[src/rtl/rail_fault_params.svh]
/*
 * Constants of the rail fault response: status bit positions, reset
 * values and timing figures. Assumes a 200 MHz core clock (5 ns period).
 */
`ifndef RAIL_FAULT_PARAMS_SVH
`define RAIL_FAULT_PARAMS_SVH

// ==========================================================
// Clock
`define CLK_PERIOD_NS        5

// ==========================================================
// Deglitch intervals and protection timing, in ns (least times)
`define RAIL_DEGLITCH_NS     21000
`define INTERNAL_REGULATOR_RAIL_UV_DEGLITCH_NS  24000
`define FAST_DEGLITCH_NS     10000
// Boost OVP off time; figure not given, plain default
`define BOOST_OVP_OFF_NS     1000000

// ==========================================================
// Status bit positions
`define UV_BIT_BOOST         3
`define UV_BIT_INTERNAL_REGULATOR_RAIL          4
`define OV_BIT_BOOST         3
`define OV_BIT_INTERNAL_REGULATOR_RAIL          4
`define OV_BIT_IO            7
`define SAFETY_BIT_BOOST_OVP 3
`define EXT_UV_LSB           0
`define EXT_OV_LSB           4

// ==========================================================
// Reset values
`define STATUS_RESET         8'h00

`endif

[src/rtl/rail_fault_pkg.sv]
/*
 * Types of the rail fault response: device state, configuration group
 * and status group. Assumes rail_fault_params.svh for the constants.
 */
package rail_fault_pkg;

	// ==========================================================
	// Device state, Gray coded along ACTIVE-SAFE-RESET-OFF
	typedef enum logic [1:0] {
		ST_ACTIVE = 2'h0,
		ST_SAFE   = 2'h1,
		ST_RESET  = 2'h3,
		ST_OFF    = 2'h2
	} devState_t;

	// ==========================================================
	// Fault reaction configuration
	typedef struct packed {
		logic       boostUvResetEnable;
		logic       boostOvResetEnable;
		logic [1:0] extUvResetEnable;
		logic [1:0] extUvIrqEnable;
		logic [1:0] extOvResetEnable;
		logic [1:0] extOvIrqEnable;
	} railCfg_t;

	// ==========================================================
	// Status registers (also used for the clear strobes)
	typedef struct packed {
		logic [7:0] railUndervoltage;
		logic [7:0] railOvervoltage;
		logic [7:0] boostSafety1;
		logic [7:0] externalMonitor;
	} railStatus_t;

endpackage : rail_fault_pkg

[src/rtl/rail_fault_response.sv]
/*
 * Fault reaction for the boost rail, two external sense inputs, the
 * internal regulator rail and the I/O supply: status bits, state
 * moves and the reset and drive-enable/interrupt pins.
 * Assumes raw comparator levels from the analog monitors and strobes
 * from the register logic for clearing status and releasing a state.
 */
`timescale 1ns/1ps
`default_nettype none

`include "rail_fault_params.svh"

module rail_fault_response #(
	parameter int RAIL_DEGLITCH_CYCLES = (`RAIL_DEGLITCH_NS + `CLK_PERIOD_NS - 1) / `CLK_PERIOD_NS,
	parameter int INTERNAL_REGULATOR_RAIL_UV_CYCLES       = (`INTERNAL_REGULATOR_RAIL_UV_DEGLITCH_NS + `CLK_PERIOD_NS - 1) / `CLK_PERIOD_NS,
	parameter int FAST_CYCLES          = (`FAST_DEGLITCH_NS + `CLK_PERIOD_NS - 1) / `CLK_PERIOD_NS,
	parameter int OVP_OFF_CYCLES       = (`BOOST_OVP_OFF_NS + `CLK_PERIOD_NS - 1) / `CLK_PERIOD_NS
) (
	// Clock and reset
	input  wire logic                       clk,
	input  wire logic                       reset_n,
	// Raw comparator levels: 0 boostUv 1 boostOv 2 boostOvp 3..4 extUv
	// 5..6 extOv 7 vregUv 8 vregOv 9 ioOv
	input  wire logic [9:0]                 compRaw,
	// Configuration and software strobes
	input  wire rail_fault_pkg::railCfg_t   cfg,
	input  wire rail_fault_pkg::railStatus_t statusClear,
	input  wire logic                       stateRelease,
	// Status and state
	output var  rail_fault_pkg::railStatus_t status,
	output var  rail_fault_pkg::devState_t  deviceState,
	output var  logic                       boostEnable,
	// Pins, output enables active low
	output var  logic                       resetOutO,
	output var  logic                       resetOutOeN,
	output var  logic                       driveEnableIrqNO,
	output var  logic                       driveEnableIrqNOeN
);

	localparam int OW = $clog2(OVP_OFF_CYCLES + 1);
	localparam logic [OW-1:0] OVP_LAST = OW'(OVP_OFF_CYCLES - 1);

	typedef struct packed {
		rail_fault_pkg::devState_t   state;
		rail_fault_pkg::railStatus_t status;
		logic [9:0]                  faultPrev;
		logic                        ovpRun;
		logic [OW-1:0]               ovpTimer;
		logic                        boostEn;
		logic                        rstO;
		logic                        rstOeN;
		logic                        drvO;
		logic                        drvOeN;
	} topState_t;

	topState_t  r_q;
	topState_t  r_d;
	logic [9:0] fault;

	// ==========================================================
	// Deglitch filters, one per comparator channel
	for (genvar i = 0; i < 10; i++) begin : g_filt
		localparam int CYC = (i == 7) ? INTERNAL_REGULATOR_RAIL_UV_CYCLES :
			(i >= 8) ? FAST_CYCLES : RAIL_DEGLITCH_CYCLES;
		deglitch_filter #(
			.CYCLES (CYC)
		) u_filt (
			.clk      (clk),
			.reset_n  (reset_n),
			.compIn   (compRaw[i]),
			.faultOut (fault[i])
		);
	end

	// ==========================================================
	// Fault reaction
	logic [9:0] rise;
	logic [7:0] uvSet;
	logic [7:0] ovSet;
	logic [7:0] safSet;
	logic [7:0] extSet;
	logic       ovpTimeout;
	logic       goOff;
	logic       goReset;
	logic       goSafe;
	logic       rstLow;
	logic       drvLow;
	logic       ioDisc;

	always_comb begin
		r_d = r_q;
		rise = fault & ~r_q.faultPrev;
		r_d.faultPrev = fault;

		// Status bits latch the filtered level until cleared; set beats a clear
		uvSet = '0;
		ovSet = '0;
		safSet = '0;
		extSet = '0;
		uvSet[`UV_BIT_BOOST] = fault[0];
		uvSet[`UV_BIT_INTERNAL_REGULATOR_RAIL] = fault[7];
		ovSet[`OV_BIT_BOOST] = fault[1];
		ovSet[`OV_BIT_INTERNAL_REGULATOR_RAIL] = fault[8];
		ovSet[`OV_BIT_IO] = fault[9];
		safSet[`SAFETY_BIT_BOOST_OVP] = fault[2];
		extSet[`EXT_UV_LSB +: 2] = fault[4:3];
		extSet[`EXT_OV_LSB +: 2] = fault[6:5];
		r_d.status.railUndervoltage = (r_q.status.railUndervoltage & ~statusClear.railUndervoltage) | uvSet;
		r_d.status.railOvervoltage = (r_q.status.railOvervoltage & ~statusClear.railOvervoltage) | ovSet;
		r_d.status.boostSafety1 = (r_q.status.boostSafety1 & ~statusClear.boostSafety1) | safSet;
		r_d.status.externalMonitor = (r_q.status.externalMonitor & ~statusClear.externalMonitor) | extSet;

		// Boost OVP timer runs while the fault stays after disabling
		ovpTimeout = r_q.ovpRun && fault[2] && (r_q.ovpTimer == OVP_LAST);
		if (rise[2]) begin
			r_d.boostEn = 1'b0;
			r_d.ovpRun = 1'b1;
			r_d.ovpTimer = '0;
		end else if (r_q.ovpRun) begin
			if (!fault[2] || ovpTimeout) begin
				r_d.ovpRun = 1'b0;
			end else begin
				r_d.ovpTimer = r_q.ovpTimer + OW'(1);
			end
		end

		// Requests by severity; a boost UV without enable asks nothing
		goOff = rise[7] | rise[8] | ovpTimeout;
		goReset = (rise[0] & cfg.boostUvResetEnable)
			| (rise[1] & cfg.boostOvResetEnable)
			| (|(rise[4:3] & cfg.extUvResetEnable))
			| (|(rise[6:5] & cfg.extOvResetEnable));
		goSafe = (rise[1] & ~cfg.boostOvResetEnable)
			| rise[2]
			| (|(rise[4:3] & ~cfg.extUvResetEnable & cfg.extUvIrqEnable))
			| (|(rise[6:5] & ~cfg.extOvResetEnable & cfg.extOvIrqEnable));

		// OFF is final until power cycle; a fault never lowers severity
		unique case (r_q.state)
			rail_fault_pkg::ST_OFF: begin
				r_d.state = rail_fault_pkg::ST_OFF;
			end
			rail_fault_pkg::ST_RESET: begin
				if (goOff) begin
					r_d.state = rail_fault_pkg::ST_OFF;
				end else if (stateRelease && !goReset && !goSafe) begin
					r_d.state = rail_fault_pkg::ST_ACTIVE;
				end
			end
			rail_fault_pkg::ST_SAFE: begin
				if (goOff) begin
					r_d.state = rail_fault_pkg::ST_OFF;
				end else if (goReset) begin
					r_d.state = rail_fault_pkg::ST_RESET;
				end else if (stateRelease && !goSafe) begin
					r_d.state = rail_fault_pkg::ST_ACTIVE;
				end
			end
			rail_fault_pkg::ST_ACTIVE: begin
				if (goOff) begin
					r_d.state = rail_fault_pkg::ST_OFF;
				end else if (goReset) begin
					r_d.state = rail_fault_pkg::ST_RESET;
				end else if (goSafe) begin
					r_d.state = rail_fault_pkg::ST_SAFE;
				end
			end
		endcase

		// Boost stays off in OFF, and comes back only with the OVP gone
		if (r_d.state == rail_fault_pkg::ST_OFF) begin
			r_d.boostEn = 1'b0;
		end else if (r_d.state == rail_fault_pkg::ST_ACTIVE && !fault[2] && !r_q.ovpRun) begin
			r_d.boostEn = 1'b1;
		end

		// Pin levels from the next state
		rstLow = (r_d.state == rail_fault_pkg::ST_RESET) || (r_d.state == rail_fault_pkg::ST_OFF);
		drvLow = (r_d.state != rail_fault_pkg::ST_ACTIVE);
		ioDisc = fault[9];
		// A disconnected supply can only pull down, so a high pin floats
		r_d.rstO = ~rstLow & ~ioDisc;
		r_d.rstOeN = ioDisc & ~rstLow;
		r_d.drvO = ~drvLow & ~ioDisc;
		r_d.drvOeN = ioDisc & ~drvLow;
	end

	// ==========================================================
	// State register; reset leaves ACTIVE with both pins driven high
	always_ff @(posedge clk or negedge reset_n) begin
		if (!reset_n) begin
			r_q.state <= rail_fault_pkg::ST_ACTIVE;
			r_q.status <= {4{`STATUS_RESET}};
			r_q.faultPrev <= '0;
			r_q.ovpRun <= 1'b0;
			r_q.ovpTimer <= '0;
			r_q.boostEn <= 1'b1;
			r_q.rstO <= 1'b1;
			r_q.rstOeN <= 1'b0;
			r_q.drvO <= 1'b1;
			r_q.drvOeN <= 1'b0;
		end else begin
			r_q <= r_d;
		end
	end

	// Outputs straight from the register
	assign status = r_q.status;
	assign deviceState = r_q.state;
	assign boostEnable = r_q.boostEn;
	assign resetOutO = r_q.rstO;
	assign resetOutOeN = r_q.rstOeN;
	assign driveEnableIrqNO = r_q.drvO;
	assign driveEnableIrqNOeN = r_q.drvOeN;

endmodule : rail_fault_response

`default_nettype wire

[src/rtl/deglitch_filter.sv]
/*
 * One comparator channel: two-stage synchroniser followed by a
 * deglitch counter. Assumes the comparator output is asynchronous.
 */
`timescale 1ns/1ps
`default_nettype none

module deglitch_filter #(
	parameter int CYCLES = 4200,
	parameter int CW     = $clog2(CYCLES + 1)
) (
	// Clock and reset
	input  wire logic clk,
	input  wire logic reset_n,
	// Comparator in, filtered fault out
	input  wire logic compIn,
	output var  logic faultOut
);

	typedef struct packed {
		logic          sync1;
		logic          sync2;
		logic [CW-1:0] count;
		logic          fault;
	} filtState_t;

	filtState_t r_q;
	filtState_t r_d;

	localparam logic [CW-1:0] LAST = CW'(CYCLES - 1);

	// ==========================================================
	// Fault only after the full interval; any drop restarts the count
	always_comb begin
		r_d       = r_q;
		r_d.sync1 = compIn;
		r_d.sync2 = r_q.sync1;
		if (!r_q.sync2) begin
			r_d.count = '0;
			r_d.fault = 1'b0;
		end else if (r_q.count == LAST) begin
			r_d.fault = 1'b1;
		end else begin
			r_d.count = r_q.count + CW'(1);
		end
	end

	// State register
	always_ff @(posedge clk or negedge reset_n) begin
		if (!reset_n) begin
			r_q <= '0;
		end else begin
			r_q <= r_d;
		end
	end

	assign faultOut = r_q.fault;

endmodule : deglitch_filter

`default_nettype wire

[config.mk]
export PLATFORM = sky130hd
export DESIGN_NAME = rail_fault_response
export DESIGN_NICKNAME = d
export VERILOG_FILES = /design/src/rtl/rail_fault_pkg.sv /design/src/rtl/rail_fault_response.sv /design/src/rtl/deglitch_filter.sv
export VERILOG_INCLUDE_DIRS = /design/src /design/src/rtl
export SDC_FILE = /design/constraint.sdc
export NUM_CORES = 1
export LEC_CHECK = 0
export BUFFER_PORTS_ARGS = -buffer_cell sky130_fd_sc_hd__buf_2
export CELL_PAD_IN_SITES_DETAIL_PLACEMENT = 1
export CELL_PAD_IN_SITES_GLOBAL_PLACEMENT = 1
export CORE_ASPECT_RATIO = 2
export CORE_MARGIN = 2
export CORE_UTILIZATION = 43
export CTS_CLUSTER_DIAMETER = 30
export DETAILED_ROUTE_END_ITERATION = 10
export PLACE_DENSITY = 0.84
export SLEW_MARGIN = 5
export SYNTH_ARGS = -nofsm -noshare
export SYNTH_HDL_FRONTEND = slang
export SYNTH_SLANG_ARGS = --single-unit
[constraint.sdc]
create_clock -name clk -period 1.85 [get_ports clk]
set_input_delay 0.4625 -clock clk [delete_from_list [all_inputs] [get_ports clk]]
set_output_delay 0.4625 -clock clk [all_outputs]
set_load 0.1 [all_outputs]
# Word-level counts from Yosys, hierarchy flattened
# Index checks and enable logic that the tools add are counted.
# classes
n_reduce_logical,23
addsub,11
n_bitwise,41
n_eq_ne,37
mux,46
# op_table
operator,n
2-to-1 mux 14 bit,8
adder 13 x 1 -> 13 bit (second input constant),8
== test 13 bit (second input constant),8
2-to-1 mux 13 bit,8
inequality test 2 bit (second input constant),21
2-to-1 mux 19 bit,2
bitwise AND 8 bit,4
inverter 8 bit,4
2-to-1 mux 12 bit,2
adder 11 x 1 -> 11 bit (second input constant),2
== test 11 bit (second input constant),2
2-to-1 mux 11 bit,2
adder 18 x 1 -> 18 bit (second input constant),1
== test 18 bit (second input constant),1
2-to-1 mux 18 bit,1
2-to-1 mux 2 bit,8
2-to-1 mux 1 bit,14
bitwise AND 2 bit,6
bitwise AND 9 bit,1
inverter 9 bit,1
== test 2 bit (second input constant),4
OR 1 bit,8
OR 8 x 4 -> 8 bit,1
OR 8 x 5 -> 8 bit,1
15 further kinds,40
# word_totals
input_bits,55
out_inout_bits,39
reg_bits,223
word_cells,211

# Depth between registers and ports, before layout
# Gate-level depths: netlist of run 1.
# depth
depth_word,18
mapped_depth,7

# Modules after synthesis
# From an unflattened synthesis of run 1, not the netlist that was laid out.
# unflattened
hier_cells,1017
area_unflattened_um2,10639.0
# by_module_without_submodules
mod,area_per_inst_um2,instances,cells_per_inst
deglitch_filter (g_filt[0].u_filt ...),772.0,7,75
rail_fault_response,3118.0,1,294
deglitch_filter (g_filt[8].u_filt ...),655.6,2,62
deglitch_filter (g_filt[7].u_filt),805.8,1,74

# Worst setup path after synthesis of run 1
# Ideal clock, no wire load.
# synth_timing
path_type,register -> register
start,register g_filt[3].u_filt.r_q[11] (netlist bit)
end,register g_filt[3].u_filt.r_q[1] (netlist bit)
path_slack_ns,-0.029
period_less_slack_ns,1.879
setup_ns,0.119
arrival_time_ns,1.760
path_stages_with_launch,6
cell_sequence,dfrtp_1 -> or4b_1 -> or4_1 -> buf_6 -> xor2_1 -> and2_1
# synth_between
elab_chain_cells,2
# synth_rtl
item,line_no,source
from (decl),deglitch_filter.sv:27,filtState_t r_q;
from (signal assigned),deglitch_filter.sv:53,r_q <= r_d;
== test 13 bit,deglitch_filter.sv:41,end else if (r_q.count == LAST) begin
inequality test 2 bit (no line),--,
# Every way passes these cells.
# A chain may end at the register's enable or synchronous reset.

# Worst setup path in the final report of run 1
# layout_timing
start,register r_q[19] (netlist bit)
end,register r_q[10] (netlist bit)
# layout_between
elab_chain_cells,5
# layout_rtl
item,line_no,source
from (decl),rail_fault_response.sv:56,topState_t r_q;
from (signal assigned),rail_fault_response.sv:203,r_q <= r_d;
== test 18 bit,rail_fault_response.sv:114,ovpTimeout = r_q.ovpRun && fault[2] && (r_q.ovpTimer == OVP_LAST);
logical AND 1 bit,rail_fault_response.sv:114,
logical OR 1 bit,rail_fault_response.sv:120,if (!fault[2] || ovpTimeout) begin
inequality test 2 bit (no line),--,
AND reduction 2 bit (no line),--,
# Every way passes these cells.

==> impl_metrics.json, run 1 <==
{
  "setup.worst_path.end_class": "flop",
  "synth_top_area_share_pct": 54.0,
  "min_period_over_period_pct": 104,
  "peakVddDrop_mv": 0.687,
  "die_height_um": 222,
  "depth_of_the_worst_register_to_register_path": 7,
  "share_of_post_route_cells_with_drive_strength_above_1_pct": 22.0,
  "crit_required_ns": 2.23,
  "synth.distinct_cells": 54,
  "syn-num-nets": 1007,
  "antenna_cells": 0,
  "fin_cells": 1390,
  "number_of_filler_instances_in_the_final_layout": 2512,
  "cts_num_sinks": 223,
  "total_of_max_cap_violations": 0,
  "synth_area_per_cell_um2": 10.8,
  "slew_violations": 0,
  "drtIter0Drc": 279,
  "synth_ff_type": "dfrtp_1",
  "clockBufferDepth": 3,
  "synthTopCellsByCount": "dfrtp_1, and2_1, nand2_1",
  "achievable-frequency_mhz": 522,
  "whs_path_depth": 1,
  "critical_path_depth": 7,
  "clk_pin_slew_worst_paths_ns": 0.06,
  "finalInstanceArea_um2": 12500,
  "setup_violation_total_in_the_final_timing_report": 4,
  "cp_slowest_cell": "dfrtp_1",
  "portBuffers": 93,
  "synth.ff_latch_count": 223,
  "remaining_drc_errors": 5,
  "rsz_0062_raised_after_global_routing": "yes",
  "core_region_area_um2": 23300,
  "antenna_found_initial": 0,
  "antenna_left": 0,
  "insertion_delay_ns": 0.52,
  "hold_violations": 0,
  "synth_async_reset_ratio_pct": 100,
  "clock_tree_from_tritoncts": "built",
  "place.detailed.instances": 1319,
  "yosys.area.top_type": "dfrtp_1",
  "arrival_ns": 2.30,
  "final_period_minus_worst_setup_slack_ns": 1.92,
  "timing.critical_path.fanout_max": 7,
  "grtUsageTotal_pct": 21.2,
  "tritoncts.num_buffers": 34,
  "synthesis.yosys.warnings": 0,
  "outcome": "finished with violations",
  "critical_path.cell_chain": "nor4b_2 -> buf_4 -> nand3_4 -> buf_4 -> o211ai_1 -> xor2_1 -> nor2_1",
  "slew_headroom_pct": 66.9,
  "grt_overflow": 0,
  "critical-path-top-delay-family": "simple AND/OR/NAND/NOR gates",
  "htreeDepth": 2,
  "synth.yosys.seq_area_share_pct": 54.8,
  "via_per_inst": 5.49,
  "global_route_wire_length_before_repair_um": 42900,
  "vias": 7629,
  "worst_path_most_repeated_cell": "buf_4",
  "final_setup_slack_of_the_worst_path_ns": -0.0663,
  "buffer_type_at_the_clock_tree_root": "clkbuf_16",
  "placed_area_um2": 11100,
  "rows": 79,
  "initial_utilization_pct": 43.7,
  "place_hpwl_um": 17000,
  "synth_top_cells_by_area": "dfrtp_1, xnor2_1, and2_1",
  "worstMarginPinSlew_ns": 0.500,
  "detail_route.first_pass.iterations": 8,
  "netlist_area_um2": 10200,
  "synth_enable_flop_cells": 0,
  "synthMostInstantiatedCell": "dfrtp_1",
  "via_count_of_the_first_global_routing_pass": 8657,
  "critical_path.max_stage_delay_ns": 0.39,
  "worst_hold_path_class": "in -> reg",
  "finalNetCount": 1148,
  "worst-path-buf-inv": 2,
  "power_per_standard_cell_area_nw_per_um2": 962,
  "finalPower_w": 0.0120,
  "boundaryPins": 94,
  "wl_per_cell_um": 18.9,
  "netlist_instances": 941,
  "setup_total_neg_slack_ns": -0.148,
  "timing.setup.critical_path_class": "reg -> reg",
  "violations": "DRC, setup timing",
  "p_leak_nw": 5.89,
  "area_growth_pct": 22.9,
  "die_area_um2": 25000,
  "worst_setup_path_start_kind": "flop",
  "clock_skew_ns": 0.0178,
  "place_ws_ns": -0.162,
  "totalWireLength_um": 26300,
  "die_w_um": 113,
  "gp_routability_congestion": 0.825,
  "grt_start_max_net_pins": 55
}
## stage by stage
step	hold slack (ns)	utilization (%)
3_5_place_dp	0.336	47.8
4_1_cts	0.0339	53.2
5_1_grt	0.0438	53.7
6_report	0.0545	53.7
2_1_floorplan	0.167	-
3_3_place_gp	0.333	47.8
## cells in the final DEF (no fill, tap or decap), types with 26 or more instances in the layout
cell type,count
dfrtp_1,217
buf_2,87
and2_1,79
nand2_1,71
buf_4,63
xnor2_1,62
nand3_1,48
nor2b_1,47
xor2_1,39
nor2_1,38
clkbuf_16,37
o21ai_0,28
a21boi_0,27
inv_1,26
## power breakdown
group          internal, W  total (W)  switching (W)
Clock              0.00418    0.00665        0.00246
Combinational     0.000152   0.000342       0.000190
Sequential         0.00496    0.00506       0.000104
Total              0.00929     0.0120        0.00276
## state kept, by name, summed over array words and instances (netlist names)
signal / flops
status: 32
g_filt.u_filt.faultOut: 10
resetOutO: 1
boostEnable: 1
deviceState: 2
driveEnableIrqNOeN: 1
g_filt.u_filt.r_d: 10
resetOutOeN: 1
r_q: 28
driveEnableIrqNO: 1
g_filt.u_filt.r_q: 136
## logic make-up (layout without fill, tap and decap cells)
kind of cell | Yosys count | count (layout) | synth area share, %
AO/OA/AOI/OAI | 101 | 101 | 6.59
XOR/XNOR | 101 | 101 | 8.68
adder cells (fa/ha/maj) | 11 | 11 | 1.35
buffers and inverters | 77 | 243 | 4.17
flip-flops | 223 | 223 | 54.8
multiplexers | 10 | 10 | 0.982
AND/OR/NAND/NOR | 418 | 418 | 23.5
## timing repair
item	CTS	global route
endpoints found under the hold margin	31	0
setup buffers	3	7
pin swaps	8	11
hold buffers	1	0
resized for setup	12	21
setup endpoints to repair	15	27
## final timing paths
kind                                           from                       end  slack [ns]
max                                         r_q[19]                   r_q[10]       -0.07
min                                      compRaw[5]  g_filt[5].u_filt.r_d[14]        0.05
max reg2reg                                 r_q[19]                   r_q[10]       -0.07
min reg2reg                g_filt[8].u_filt.r_d[12]  g_filt[8].u_filt.r_q[12]        0.34
max in group asynchronous                   reset_n               boostEnable        0.69
min in group asynchronous                   reset_n  g_filt[6].u_filt.r_d[14]        0.43
## layer usage
metal / up-vias / global-route usage, % / share of wire (%)
li1: 3470 / - / -
met1: 3858 / 21.4 / 35
met2: 199 / 40.0 / 56
met3: 102 / 3.72 / 3.7
met4: 0 / 12.0 / 5.5
met5: - / 0 / 0
## area by class of cell
type	count	area [um2]	area share (%)
clock buffers	42	965	7.70
clock inverters	19	214	1.71
inverters	26	97.6	0.779
multi-input cells	641	4310	34.4
flip-flops and latches	223	5590	44.6
well taps	283	354	2.83
repair buffers	156	1000	7.99
No activity file was read; power rests on OpenSTA's default activity.
==> inputs of run 2 (changes only) <==
SKIP_CTS_REPAIR_TIMING = 1   (was unset)
==> run 2 against run 1 <==
Compared with the run above:
- the run still ends with DRC, setup timing left
- critical path depth fell by 3
- clock skew up 0.00094 ns
- worst setup slack got worse by 0.0054 ns
- clock power is essentially flat
- register-to-register slack about the same
==> impl_metrics.json, run 2 (synthesis gave the netlist of run 1 again) <==
{
  "antenna_cells": 0,
  "portBuffers": 93,
  "cp_slowest_cell": "or4_4",
  "worstMarginPinSlew_ns": 0.500,
  "clock_tree_from_tritoncts": "built",
  "initial_utilization_pct": 43.7,
  "largestRegisters": "g_filt.u_filt.r_q x136, status x32, r_q x28",
  "clockBufferDepth": 3,
  "boundaryPins": 94,
  "power_frac_comb_pct": 2.8,
  "critical-path-top-delay-family": "simple AND/OR/NAND/NOR gates",
  "achievable-frequency_mhz": 520,
  "drtIter0Drc": 284,
  "switching_share_pct": 22.9,
  "grt_overflow": 0,
  "timing.setup.critical_path_class": "reg -> reg",
  "layout_common_cells": "dfrtp_1, buf_2, and2_1, nand2_1, xnor2_1",
  "clock_skew_ns": 0.0187,
  "core_region_area_um2": 23300,
  "power_per_standard_cell_area_nw_per_um2": 963,
  "hold_violations": 0,
  "power.net_switching_w": 0.00277,
  "die_area_um2": 25000,
  "total_of_max_cap_violations": 0,
  "totalWireLength_um": 25900,
  "layout.cells.most_common": "dfrtp_1",
  "place_hpwl_um": 17000,
  "insertion_delay_ns": 0.52,
  "largest_reg_flops": 136,
  "timing.hold.ws_ns": 0.0534,
  "crit_required_ns": 2.24,
  "finalNetCount": 1146,
  "global_route_wire_length_before_repair_um": 42200,
  "setup.worst_path.end_class": "flop",
  "final_setup_slack_of_the_worst_path_ns": -0.0717,
  "remaining_drc_errors": 5,
  "buffer_type_at_the_clock_tree_root": "clkbuf_16",
  "slew_violations": 0,
  "min_period_over_period_pct": 104,
  "area_growth_pct": 22.7,
  "antenna_found_initial": 0,
  "via_count_of_the_first_global_routing_pass": 8508,
  "arrival_ns": 2.32,
  "htreeDepth": 2,
  "p_leak_nw": 5.89,
  "peakVddDrop_mv": 0.685,
  "power.internal_w": 0.00929,
  "critical_path.max_stage_delay_ns": 0.55,
  "grt_start_max_net_pins": 55,
  "antenna_left": 0,
  "setup_violation_total_in_the_final_timing_report": 2,
  "timing.critical_path.fanout_max": 5,
  "worst_path_most_repeated_cell": "or4_4",
  "share_of_post_route_cells_with_drive_strength_above_1_pct": 21.7,
  "finalInstanceArea_um2": 12500,
  "max_flop_register": "g_filt.u_filt.r_q",
  "placed_area_um2": 11100,
  "worst_hold_path_class": "in -> reg",
  "via_per_inst": 5.42,
  "share_seq_of_total_power_pct": 42.0,
  "slew_headroom_pct": 66.9,
  "power.clock.fraction_pct": 55.2,
  "gp_routability_congestion": 0.825,
  "grtUsageTotal_pct": 20.9,
  "die_height_um": 222,
  "worst_setup_path_start_kind": "flop",
  "rsz_0062_raised_after_global_routing": "yes",
  "wl_per_cell_um": 18.6,
  "die_w_um": 113,
  "outcome": "finished with violations",
  "tritoncts.num_buffers": 34,
  "critical_path.cell_chain": "or4_4 -> or4_4 -> xor2_1 -> and2_1",
  "rows": 79,
  "detail_route.first_pass.iterations": 7,
  "violations": "DRC, setup timing",
  "vias": 7524,
  "final_period_minus_worst_setup_slack_ns": 1.92,
  "clk_pin_slew_worst_paths_ns": 0.07,
  "cts_num_sinks": 223,
  "worst-path-buf-inv": 0
}
run 2: final timing paths:
| kind | cells past startpoint | to | slack [ns] | start |
|---|---|---|---|---|
| max reg2reg | 4 | g_filt[3].u_filt.r_q[1] | -0.07 | g_filt[3].u_filt.r_q[10] |
| min reg2reg | 0 | g_filt[8].u_filt.r_q[12] | 0.34 | g_filt[8].u_filt.r_d[12] |
| max | 4 | g_filt[3].u_filt.r_q[1] | -0.07 | g_filt[3].u_filt.r_q[10] |
| max in group asynchronous | 3 | boostEnable | 0.69 | reset_n |
| min | 1 | g_filt[5].u_filt.r_d[14] | 0.05 | compRaw[5] |
| min in group asynchronous | 2 | g_filt[6].u_filt.r_d[14] | 0.43 | reset_n |
run 2: through the flow:
| step | utilization, % | power [W] | TNS [ns] | instances | worst slack (ns) |
|---|---|---|---|---|---|
| detailed placement | 47.8 | 0.00548 | -0.580 | 1319 | -0.162 |
| global placement | 47.8 | 0.00545 | -0.179 | 1319 | -0.100 |
| finish | 53.6 | 0.0121 | -0.118 | 1388 | -0.0717 |
| global route | 53.6 | 0.0124 | -0.478 | 1388 | -0.101 |
| floorplan | - | 0.00524 | -0.0314 | 941 | -0.0287 |
| CTS | 52.8 | 0.0122 | -1.27 | 1380 | -0.194 |
run 2: layer usage:
layer / share of wire [%] / wire length, um / vias up / GRT usage (%)
met4: 4.5 / 1180 / 0 / 10.9
met2: 56 / 14600 / 159 / 39.8
met5: 0 / 0 / - / 0
li1: - / - / 3464 / -
met1: 36 / 9240 / 3822 / 21.0
met3: 3.3 / 866 / 79 / 3.75
run 2: cell type report:
type	instances	area (um2)
fill	2504	10800
clock buffer	42	965
clock inverter	19	214
timing repair buffer	154	990
tap	283	354
inverter	26	97.6
sequential	223	5590
multi-input combinational	641	4310
run 2: power groups by stage:
stage               clock network (W)  logic [W]  registers, W
finish                        0.00665   0.000343       0.00506
global route                  0.00697   0.000385       0.00507
CTS                           0.00678   0.000350       0.00506
detailed placement                  0   0.000339       0.00514
global placement                    0   0.000318       0.00514
floorplan                           0   0.000143       0.00510
